## src/bcl_pkg.sv

```systemverilog
// package: command codes, bank states and timing constants for the bank legality block
package bcl_pkg;
	// command codes on the command bus
	typedef enum logic [3:0] {
		CMD_NOP,
		CMD_ACT,
		CMD_RD,
		CMD_WR,
		CMD_PRE,
		CMD_PREA,
		CMD_REF,
		CMD_MRR,
		CMD_MRW,
		CMD_RST,
		CMD_BST
	} bcl_cmd_t;
	// per-bank state as seen by the tracker
	typedef enum logic [3:0] {
		ST_POWER_ON,
		ST_RESETTING,
		ST_IDLE,
		ST_ACTIVATING,
		ST_ACTIVE,
		ST_READING,
		ST_WRITING,
		ST_RD_AP,
		ST_WR_AP,
		ST_PRECHARGING,
		ST_REFRESHING,
		ST_MR_READING,
		ST_MR_WRITING
	} bcl_state_t;
	// clock period in ps (40 MHz)
	localparam int CLK_PS = 25000;
	// timing figures in ps
	localparam int T_RCD_PS = 18000;
	localparam int T_RP_PS = 18000;
	localparam int T_RRD_PS = 10000;
	localparam int T_RFCAB_PS = 130000;
	// timing figures in clock cycles
	localparam int T_MRR_CK = 2;
	localparam int T_MRW_CK = 5;
	localparam int T_BURST_CK = 4;
	// least times round up to whole cycles, never below one
	function automatic int cyc_up(input int ps);
		int c;
		c = (ps + CLK_PS - 1) / CLK_PS;
		return (c < 1) ? 1 : c;
	endfunction
	localparam int RCD_CYC = cyc_up(T_RCD_PS);
	localparam int RP_CYC = cyc_up(T_RP_PS);
	localparam int RRD_CYC = cyc_up(T_RRD_PS);
	localparam int RFC_CYC = cyc_up(T_RFCAB_PS);
	localparam int TMR_W = 8;
endpackage

```

## src/bcl_if.sv

```systemverilog
// interface: command bus between controller and memory device
`timescale 1ns/1ps
interface bcl_if #(parameter int BANKS = 8, parameter int DW = 16);
	logic cke;
	logic [3:0] cmd;
	logic [$clog2(BANKS)-1:0] bank;
	logic ap;
	logic [DW-1:0] wdata;
	logic dm;
	logic wvalid;
	// controller side
	modport ctrl (output cke, cmd, bank, ap, wdata, dm, wvalid);
	// device side
	modport dev (input cke, cmd, bank, ap, wdata, dm, wvalid);
endinterface

```

## src/bcl_bank.sv

```systemverilog
// one bank: state and its timer
`timescale 1ns/1ps
module bcl_bank (
	// clock and reset
	input wire logic clk_sys_i,
	input wire logic nrst_i,
	// command for this bank
	input wire logic go_i,
	input wire bcl_pkg::bcl_state_t nxt_i,
	input wire logic [bcl_pkg::TMR_W-1:0] cnt_i,
	input wire bcl_pkg::bcl_state_t ret_i,
	input wire logic bst_i,
	// state out
	output bcl_pkg::bcl_state_t st_o,
	output logic busy_o
);
	bcl_pkg::bcl_state_t st_r;
	bcl_pkg::bcl_state_t ret_r; // state after timed phase
	logic [bcl_pkg::TMR_W-1:0] tmr_r; // cycles left in timed phase

	// state and timer update
	always_ff @(posedge clk_sys_i or negedge nrst_i)
	begin
		if (!nrst_i)
		begin
			st_r <= bcl_pkg::ST_POWER_ON;
			ret_r <= bcl_pkg::ST_POWER_ON;
			tmr_r <= '0;
		end
		else if (go_i)
		begin
			st_r <= nxt_i;
			ret_r <= ret_i;
			tmr_r <= cnt_i;
		end
		else if (bst_i)
		begin
			st_r <= bcl_pkg::ST_ACTIVE;
			tmr_r <= '0;
		end
		else if (tmr_r > 8'h01)
			tmr_r <= tmr_r - 8'h01;
		else if (tmr_r == 8'h01)
		begin
			tmr_r <= '0;
			st_r <= ret_r;
		end
		// auto-initialisation finishes once no mode read holds the bank
		else if (st_r == bcl_pkg::ST_RESETTING)
			st_r <= bcl_pkg::ST_IDLE;
	end
	assign st_o = st_r;
	assign busy_o = (tmr_r != '0);
endmodule

```

## src/bcl_dev.sv

```systemverilog
// device end: tracks bank states and checks command legality
// How it works
// - all-bank refresh holds device for tRFCab
// - MR read lasts tMRR, returns prior or settled state
// - MR write lasts tMRW, then Idle
// - precharge all uninterruptible until tRP
// - refresh/MRW only with all idle
// - reset via MRW moves to Resetting
// - nothing but NOP or in-burst BST to AP bank
// - write after read needs end/BST
// - read after write needs end/BST
// - BST ends latest burst, bank Active
// - BST only while burst ongoing
// - BST not aimed at other bank
// - precharge of idle bank costs tRP
// - tRRD between activates
// - MRR allowed during activating/precharging
// - other banks usable during bursts
// - Idle after tRP, Active after tRCD
// - precharge all needs legal bank states
// - act only with CKE high twice
// - unlisted sequences are illegal
// - data mask high blocks write beat
// - AP burst allows other-bank commands
// - busy banks take only NOP, BST, or MRR when activating/precharging
`timescale 1ns/1ps
module bcl_dev #(
	parameter int BANKS = 8,
	parameter int DW = 16
) (
	// clock and reset
	input wire logic clk_sys_i,
	input wire logic nrst_i,
	// command bus
	bcl_if.dev bus,
	// user side: accepted write beats and status
	output logic wr_en_o,
	output logic [DW-1:0] wr_data_o,
	output logic [$clog2(BANKS)-1:0] wr_bank_o,
	output logic illegal_o,
	output logic all_idle_o
);
	localparam int BW = $clog2(BANKS);
	bcl_pkg::bcl_state_t st [BANKS]; // bank states
	logic [BANKS-1:0] busy; // bank in a timed phase
	logic [BANKS-1:0] go; // load per bank
	bcl_pkg::bcl_state_t nxt; // next state of loaded banks
	bcl_pkg::bcl_state_t ret; // state after the phase
	logic [bcl_pkg::TMR_W-1:0] cnt; // phase length
	logic [BANKS-1:0] bst_hit; // bank stopped by BST
	logic cke_q_r; // CKE at the previous edge
	logic [bcl_pkg::TMR_W-1:0] rrd_r; // tRRD cycles left to block
	logic [BW-1:0] last_bank_r; // bank of latest burst
	logic burst_on_r; // a burst is running
	logic [bcl_pkg::TMR_W-1:0] bcnt_r; // burst cycles left
	logic ill; // command illegal this cycle
	logic all_idle;
	logic live; // command is evaluated
	bcl_pkg::bcl_state_t cur; // state of addressed bank
	logic wr_en_r;
	logic [DW-1:0] wr_data_r;
	logic [BW-1:0] wr_bank_r;
	logic ill_r;
	logic all_idle_r;

	// one tracker per bank
	for (genvar g = 0; g < BANKS; g++)
	begin : g_bank
		bcl_bank u_bank (
			.clk_sys_i(clk_sys_i),
			.nrst_i(nrst_i),
			.go_i(go[g]),
			.nxt_i(nxt),
			.cnt_i(cnt),
			.ret_i(ret),
			.bst_i(bst_hit[g]),
			.st_o(st[g]),
			.busy_o(busy[g])
		);
	end

	// any bank in a device-wide hold
	function automatic logic dev_hold(input bcl_pkg::bcl_state_t s);
		return s == bcl_pkg::ST_REFRESHING || s == bcl_pkg::ST_MR_WRITING
			|| s == bcl_pkg::ST_MR_READING;
	endfunction

	// commands take effect only with CKE high now and before
	assign live = bus.cke && cke_q_r;
	assign cur = st[bus.bank];

	// idle summary
	always_comb
	begin
		all_idle = !burst_on_r;
		for (int i = 0; i < BANKS; i++)
			if (st[i] != bcl_pkg::ST_IDLE)
				all_idle = 1'b0;
	end

	// legality and next-state decode
	always_comb
	begin
		bcl_pkg::bcl_cmd_t c;
		logic hold;
		c = bcl_pkg::bcl_cmd_t'(bus.cmd);
		hold = 1'b0;
		for (int i = 0; i < BANKS; i++)
			if (dev_hold(st[i]) || (st[i] == bcl_pkg::ST_PRECHARGING && busy == '1))
				hold = 1'b1;
		go = '0;
		nxt = cur;
		ret = cur;
		cnt = '0;
		bst_hit = '0;
		ill = 1'b0;
		if (live && c != bcl_pkg::CMD_NOP)
		begin
			if (hold)
				ill = 1'b1;
			else
				case (c)
					bcl_pkg::CMD_ACT:
					begin
						// activate: idle bank, tRRD kept
						ill = cur != bcl_pkg::ST_IDLE || busy[bus.bank]
							|| rrd_r != '0;
						go[bus.bank] = !ill;
						nxt = bcl_pkg::ST_ACTIVATING;
						ret = bcl_pkg::ST_ACTIVE;
						cnt = bcl_pkg::TMR_W'(bcl_pkg::RCD_CYC);
					end
					bcl_pkg::CMD_RD, bcl_pkg::CMD_WR:
					begin
						// bursts only to active banks (bursting banks are busy); others unaffected
						ill = busy[bus.bank] || !(cur == bcl_pkg::ST_ACTIVE
							|| cur == bcl_pkg::ST_READING
							|| cur == bcl_pkg::ST_WRITING);
						// read/write turn-around needs the old burst ended
						if (burst_on_r && last_bank_r == bus.bank
							&& ((c == bcl_pkg::CMD_WR) != (cur == bcl_pkg::ST_WRITING)))
							ill = 1'b1;
						go[bus.bank] = !ill;
						if (bus.ap)
						begin
							nxt = (c == bcl_pkg::CMD_RD) ? bcl_pkg::ST_RD_AP
								: bcl_pkg::ST_WR_AP;
							ret = bcl_pkg::ST_IDLE;
							cnt = bcl_pkg::TMR_W'(bcl_pkg::T_BURST_CK + bcl_pkg::RP_CYC);
						end
						else
						begin
							nxt = (c == bcl_pkg::CMD_RD) ? bcl_pkg::ST_READING
								: bcl_pkg::ST_WRITING;
							ret = bcl_pkg::ST_ACTIVE;
							cnt = bcl_pkg::TMR_W'(bcl_pkg::T_BURST_CK);
						end
					end
					bcl_pkg::CMD_PRE:
					begin
						// idle bank still pays tRP
						ill = busy[bus.bank] || !(cur == bcl_pkg::ST_IDLE
							|| cur == bcl_pkg::ST_ACTIVE);
						go[bus.bank] = !ill;
						nxt = bcl_pkg::ST_PRECHARGING;
						ret = bcl_pkg::ST_IDLE;
						cnt = bcl_pkg::TMR_W'(bcl_pkg::RP_CYC);
					end
					bcl_pkg::CMD_PREA:
					begin
						// every bank must be idle or active
						for (int i = 0; i < BANKS; i++)
							if (busy[i] || !(st[i] == bcl_pkg::ST_IDLE
								|| st[i] == bcl_pkg::ST_ACTIVE))
								ill = 1'b1;
						go = ill ? '0 : '1;
						nxt = bcl_pkg::ST_PRECHARGING;
						ret = bcl_pkg::ST_IDLE;
						cnt = bcl_pkg::TMR_W'(bcl_pkg::RP_CYC);
					end
					bcl_pkg::CMD_REF, bcl_pkg::CMD_MRW:
					begin
						ill = !all_idle;
						go = ill ? '0 : '1;
						nxt = (c == bcl_pkg::CMD_REF) ? bcl_pkg::ST_REFRESHING
							: bcl_pkg::ST_MR_WRITING;
						ret = bcl_pkg::ST_IDLE;
						cnt = (c == bcl_pkg::CMD_REF) ? bcl_pkg::TMR_W'(bcl_pkg::RFC_CYC)
							: bcl_pkg::TMR_W'(bcl_pkg::T_MRW_CK);
					end
					bcl_pkg::CMD_RST:
					begin
						// reset through MRW: from Power On (or idle) to Resetting
						ill = !(st[0] == bcl_pkg::ST_POWER_ON || all_idle);
						go = ill ? '0 : '1;
						nxt = bcl_pkg::ST_RESETTING;
						ret = bcl_pkg::ST_RESETTING;
						cnt = '0;
					end
					bcl_pkg::CMD_MRR:
					begin
						// bank returns to its stable state after tMRR
						ill = !(cur == bcl_pkg::ST_IDLE || cur == bcl_pkg::ST_ACTIVE
							|| cur == bcl_pkg::ST_RESETTING
							|| cur == bcl_pkg::ST_ACTIVATING
							|| cur == bcl_pkg::ST_PRECHARGING);
						go[bus.bank] = !ill;
						nxt = bcl_pkg::ST_MR_READING;
						ret = (cur == bcl_pkg::ST_ACTIVATING) ? bcl_pkg::ST_ACTIVE
							: (cur == bcl_pkg::ST_PRECHARGING) ? bcl_pkg::ST_IDLE : cur;
						cnt = bcl_pkg::TMR_W'(bcl_pkg::T_MRR_CK);
					end
					bcl_pkg::CMD_BST:
					begin
						// stops the latest burst, only when aimed at its bank
						ill = !burst_on_r || last_bank_r != bus.bank;
						if (!ill)
							bst_hit[last_bank_r] = 1'b1;
					end
					default: ill = 1'b1;
				endcase
		end
	end

	// previous CKE
	always_ff @(posedge clk_sys_i or negedge nrst_i)
	begin
		if (!nrst_i)
			cke_q_r <= 1'b0;
		else
			cke_q_r <= bus.cke;
	end

	// tRRD counter restarts on each accepted activate
	always_ff @(posedge clk_sys_i or negedge nrst_i)
	begin
		if (!nrst_i)
			rrd_r <= '0;
		else if (go != '0 && nxt == bcl_pkg::ST_ACTIVATING)
			// the next edge is already one cycle on, so one count less blocks
			rrd_r <= bcl_pkg::TMR_W'(bcl_pkg::RRD_CYC - 1);
		else if (rrd_r != '0)
			rrd_r <= rrd_r - 8'h01;
	end

	// latest burst tracking
	always_ff @(posedge clk_sys_i or negedge nrst_i)
	begin
		if (!nrst_i)
		begin
			burst_on_r <= 1'b0;
			last_bank_r <= '0;
			bcnt_r <= '0;
		end
		else if (go != '0 && (nxt == bcl_pkg::ST_READING || nxt == bcl_pkg::ST_WRITING
			|| nxt == bcl_pkg::ST_RD_AP || nxt == bcl_pkg::ST_WR_AP))
		begin
			burst_on_r <= 1'b1;
			last_bank_r <= bus.bank;
			bcnt_r <= bcl_pkg::TMR_W'(bcl_pkg::T_BURST_CK);
		end
		else if (bst_hit != '0 || bcnt_r == 8'h01)
		begin
			burst_on_r <= 1'b0;
			bcnt_r <= '0;
		end
		else if (bcnt_r != '0)
			bcnt_r <= bcnt_r - 8'h01;
	end

	// write beats: mask high drops the beat
	always_ff @(posedge clk_sys_i or negedge nrst_i)
	begin
		if (!nrst_i)
		begin
			wr_en_r <= 1'b0;
			wr_data_r <= '0;
			wr_bank_r <= '0;
		end
		else
		begin
			wr_en_r <= bus.wvalid && !bus.dm && burst_on_r;
			wr_data_r <= bus.wdata;
			wr_bank_r <= last_bank_r;
		end
	end

	// status flops
	always_ff @(posedge clk_sys_i or negedge nrst_i)
	begin
		if (!nrst_i)
		begin
			ill_r <= 1'b0;
			all_idle_r <= 1'b0;
		end
		else
		begin
			ill_r <= ill;
			all_idle_r <= all_idle;
		end
	end
	assign wr_en_o = wr_en_r;
	assign wr_data_o = wr_data_r;
	assign wr_bank_o = wr_bank_r;
	assign illegal_o = ill_r;
	assign all_idle_o = all_idle_r;
endmodule

```

## src/flat_wrapper.sv

```systemverilog
// flat-port wrapper written by rule: the top's interface ports become plain ports
module bcl_dev_flat 
#(
	parameter int BANKS = 8,
	parameter int DW = 16
)
  (clk_sys_i, nrst_i, wr_en_o, wr_data_o, wr_bank_o, illegal_o, all_idle_o, bus_cke, bus_cmd, bus_bank, bus_ap, bus_wdata, bus_dm, bus_wvalid);
  bcl_if #(.BANKS(BANKS), .DW(DW)) bus_i ();
  input wire logic clk_sys_i;
  input wire logic nrst_i;
  output logic wr_en_o;
  output logic [DW-1:0] wr_data_o;
  output logic [$clog2(BANKS)-1:0] wr_bank_o;
  output logic illegal_o;
  output logic all_idle_o;
  input wire logic [$bits(bus_i.cke)-1:0] bus_cke;
  input wire logic [$bits(bus_i.cmd)-1:0] bus_cmd;
  input wire logic [$bits(bus_i.bank)-1:0] bus_bank;
  input wire logic [$bits(bus_i.ap)-1:0] bus_ap;
  input wire logic [$bits(bus_i.wdata)-1:0] bus_wdata;
  input wire logic [$bits(bus_i.dm)-1:0] bus_dm;
  input wire logic [$bits(bus_i.wvalid)-1:0] bus_wvalid;
  assign bus_i.cke = bus_cke;
  assign bus_i.cmd = bus_cmd;
  assign bus_i.bank = bus_bank;
  assign bus_i.ap = bus_ap;
  assign bus_i.wdata = bus_wdata;
  assign bus_i.dm = bus_dm;
  assign bus_i.wvalid = bus_wvalid;
  bcl_dev #(.BANKS(BANKS), .DW(DW)) u_core (.clk_sys_i(clk_sys_i), .nrst_i(nrst_i), .bus(bus_i), .wr_en_o(wr_en_o), .wr_data_o(wr_data_o), .wr_bank_o(wr_bank_o), .illegal_o(illegal_o), .all_idle_o(all_idle_o));
endmodule
```

## config.mk

```make
export PLATFORM = sky130hd
export DESIGN_NAME = bcl_dev_flat
export DESIGN_NICKNAME = d
export VERILOG_FILES = /design/src/bcl_pkg.sv /design/src/bcl_if.sv /design/src/bcl_bank.sv /design/src/bcl_dev.sv /design/src/flat_wrapper.sv
export SDC_FILE = /design/constraint.sdc
export NUM_CORES = 1
export LEC_CHECK = 0
export BUFFER_PORTS_ARGS = -buffer_cell sky130_fd_sc_hd__buf_2
export CORE_ASPECT_RATIO = 0.6
export CORE_MARGIN = 10
export CORE_UTILIZATION = 30
export CTS_CLUSTER_DIAMETER = 120
export DETAILED_ROUTE_END_ITERATION = 16
export PLACE_DENSITY = 0.52
export REMOVE_ABC_BUFFERS = 1
export SETUP_SLACK_MARGIN = 0.4
export SLEW_MARGIN = 40
export SYNTH_ARGS = -nofsm -noshare
export SYNTH_HDL_FRONTEND = slang
export SYNTH_SLANG_ARGS = --single-unit
```

## constraint.sdc

```tcl
create_clock -name clk_sys_i -period 6.7 [get_ports clk_sys_i]
set_input_delay 0 -clock clk_sys_i [delete_from_list [all_inputs] [get_ports clk_sys_i]]
set_output_delay 0 -clock clk_sys_i [all_outputs]
set_load 0.02 [all_outputs]
```

==> metrics <==
Area Overhead vs Synth=15.3%; vias in the first global route=7857; mux cell area share after synthesis=0.0826; setup TNS=0 ps; ratio of cells with drive above 1 in the final layout=0.162; HP Class=in -> reg; drt wl/cell=18.9 um; total CTS buffers=17; Hold Path Sink=u_core.illegal_o; CTS Buffer Depth=2; Avg Cell Area, Syn=9.42 sq um; die area=0.0418 sq mm; CP max-delay cell=a21oi_2; hpwl dp=21400 um; r2r setup slk=2300 ps; nets=1179; worst flop-to-flop path startpoint=u_core.g_bank[4].u_bank.tmr_r[0]; Final min period=4400 ps; FF+latch count, synth=171; reg2reg end=u_core.g_bank[7].u_bank.tmr_r[4]; top area cells in the synthesized netlist=dfrtp_1, nor2_1, mux2_2; Crit. End Element=flip-flop; Starting Density=0.302; Max Slew Vio Count=0; number of max-cap violations=0; worst path bufs/invs=2; routability congestion estimate=0.987; Detailed Route WL=30200 um; internal power=1.67 mW; commonest non-fill, non-tap cell in the layout=dfrtp_1; final setup vio count=0; initial antenna violation count=2; Hold Crit Depth=3; Worst Hold Launch=bus_cmd[0]; clock share of power=0.470; Clk Latency, worst-skew pair=450 ps; Critical Path, Cell by Cell=inv_1 -> ha_1 -> nand3_1 -> nand4_2 -> o21ai_1 -> a32o_1 -> nor4_2 -> buf_4 -> nand3_1 -> a21oi_2 -> nand3b_1 -> nor2_1; Sw Ratio=0.241; CTS tree=done; sequential area share after synthesis=0.421; Post-synth EDFFs=0; post-synthesis compound-gate area fraction=0.143; RSZ-0062 raised after global routing=no; Simple-Gate Fraction of Synth Area=0.237; crit path kind=reg -> reg; post-synth top area share=0.421; synthesized cell area=0.0102 sq mm; relative slew slack=0.420; register clock-pin slew on the reported worst setup and hold paths=70 ps; setup clock skew after layout=12.2 ps; R2R depth=12; Yosys cell types=85; hold_buf cts=20; Top Family by Delay on Critical Path=simple AND/OR/NAND/NOR gates; Synth Area in Adders=0.0271; detail-routed via count per cell=5.30; post_cts resized=0; slowest stage delay, CP=910 ps; status=finished, final reports clean; H-Tree Level Count=4; grt total ovfl=0; clock root buffer=clkbuf_16; most frequent CP cell=nand3_1; pin count of the biggest net entering global routing=105; Leakage=4.95 nW; cells after synthesis=1078; Placement Rows=52; Antenna Nets Post-Route=0; GR Util All Layers=0.145; sequential share of power=0.471; final hold vios=0; CTS sink cnt=171; global-route wire length before repair=47700 um; Post-synth ARST share=1.00; crit start category=flip-flop; Logic pwr share=0.059; switching power=0.531 mW; final period utilization=0.657; via count=8487; total of warnings raised by yosys=0; Worst VDD drop=0.176 mV; die height=163 um; FMAX=227 MHz; Worst EP arrival=4730 ps; Die Wd=258 um; postcts setup bufs=0; cell taking the most area after synthesis=dfrtp_1; Worst EP required=7030 ps; Top Ports=51; main combinational cell family by area after synthesis=simple AND/OR/NAND/NOR gates; most frequent cells in the layout=dfrtp_1, nor2_1, nand2_1; DRT Pass-1 Iters=5; DR DRC count=0; DRT iter0 DRCs=1023; Slew @ Worst Pin=868 ps; total power draw=2.20 mW; XOR/XNOR share of the synthesized area=0.0561; crit path max fanout=18; Port Buffer Count=50; Synth Flop Type=dfrtp_1; Antenna diodes=0; PD cells=188 mW/mm^2; Core Region=0.0336 sq mm
power by group through the flow:
stage / Sequential, mW / Clock (mW) / Combinational [mW]
after floorplan: 1.07 / 0 / 0.0443
after global placement: 1.06 / 0 / 0.119
after detailed placement: 1.06 / 0 / 0.120
after CTS: 1.04 / 1.07 / 0.129
after global routing: 1.04 / 1.11 / 0.142
final: 1.04 / 1.03 / 0.130
sequential cells by signal, summed over array words and instances, names as in the netlist, 3 cells and up:
name,cells
u_core.g_bank.u_bank.ret_r,32
u_core.g_bank.u_bank.tmr_r,64
u_core.g_bank.u_bank.st_o,32
u_core.wr_data_o,16
u_core.rrd_r,8
u_core.last_bank_r,3
u_core.wr_bank_o,3
u_core.bcnt_r,8
Yosys cell counts, drive strengths merged (4+ instances only):
library cell	instances
o41ai	10
nor2b	17
nor2	140
clkbuf	31
a21oi	59
mux2	39
o21ai	42
o2111ai	5
a32o	5
and3	14
o31ai	25
and2	6
a211oi	5
xnor2	44
or4	4
a31oi	10
buf	18
ha	22
nor3	34
nor4	33
nand2b	8
xor2	21
o22ai	6
nand4	17
nand3b	4
o211ai	8
or3	14
nor3b	6
nand2	106
mux2i	26
mux4	6
nand3	43
dfrtp	171
a2111oi	6
inv	34
worst max path at each step:
stage	slack (ps)	end	from	depth (start not counted)
after global routing	2000	u_core.g_bank[3].u_bank.tmr_r[7]	u_core.g_bank[4].u_bank.tmr_r[0]	12
after global placement	2440	u_core.g_bank[0].u_bank.ret_r[2]	u_core.g_bank[3].u_bank.tmr_r[0]	12
final	2300	u_core.g_bank[7].u_bank.tmr_r[4]	u_core.g_bank[4].u_bank.tmr_r[0]	12
after floorplan	2420	u_core.g_bank[5].u_bank.tmr_r[0]	u_core.g_bank[3].u_bank.tmr_r[0]	13
after detailed placement	2380	u_core.g_bank[0].u_bank.tmr_r[3]	u_core.g_bank[4].u_bank.tmr_r[0]	12
after CTS	2380	u_core.g_bank[0].u_bank.tmr_r[3]	u_core.g_bank[4].u_bank.tmr_r[0]	12
cells by family after synthesis:
logic type / count (synthesis)
buffers and inverters: 83
XOR/XNOR: 65
flip-flops: 171
multiplexers: 71
AND/OR/NAND/NOR: 453
AO/OA/AOI/OAI: 213
adder cells (fa/ha/maj): 22
cell type report:
type / count / area (sq um)
flip-flops and latches: 171 / 4280
clock inverters: 11 / 133
well taps: 459 / 574
clock buffers: 21 / 480
repair buffers: 80 / 549
fillers: 3439 / 21900
inverters: 34 / 128
multi-input cells: 824 / 5560
through the flow:
| stage | hold slack [ps] | worst slack, ps | std cells | utilization | instance area, sq um |
|---|---|---|---|---|---|
| floorplan | -296 | 2420 | 1029 | - | 9950 |
| global placement | 108 | 2440 | 1548 | 0.323 | 10900 |
| detailed placement | 9.42 | 2380 | 1548 | 0.324 | 10900 |
| CTS | 81.3 | 2380 | 1600 | 0.349 | 11700 |
| global route | 141 | 2000 | 1600 | 0.349 | 11700 |
| finish | 92.9 | 2300 | 1600 | 0.349 | 11700 |
worst register-to-register path: cells and delay by family, from the launching register on:
family / cells / cell delay, ps
adder cells (fa/ha/maj): 1 / 310
flip-flops: 1 / 440
AO/OA/AOI/OAI: 3 / 1310
AND/OR/NAND/NOR: 6 / 1890
buffers and inverters: 2 / 330
routing by layer:
metal | global-route usage | up-vias | routed length, um
met5 | 0 | - | 0
met4 | 0.0328 | 0 | 329
met3 | 0.0396 | 26 | 2950
met2 | 0.179 | 359 | 11200
met1 | 0.233 | 4110 | 15700
li1 | - | 3992 | -
Power figures use the tool's default switching activity.
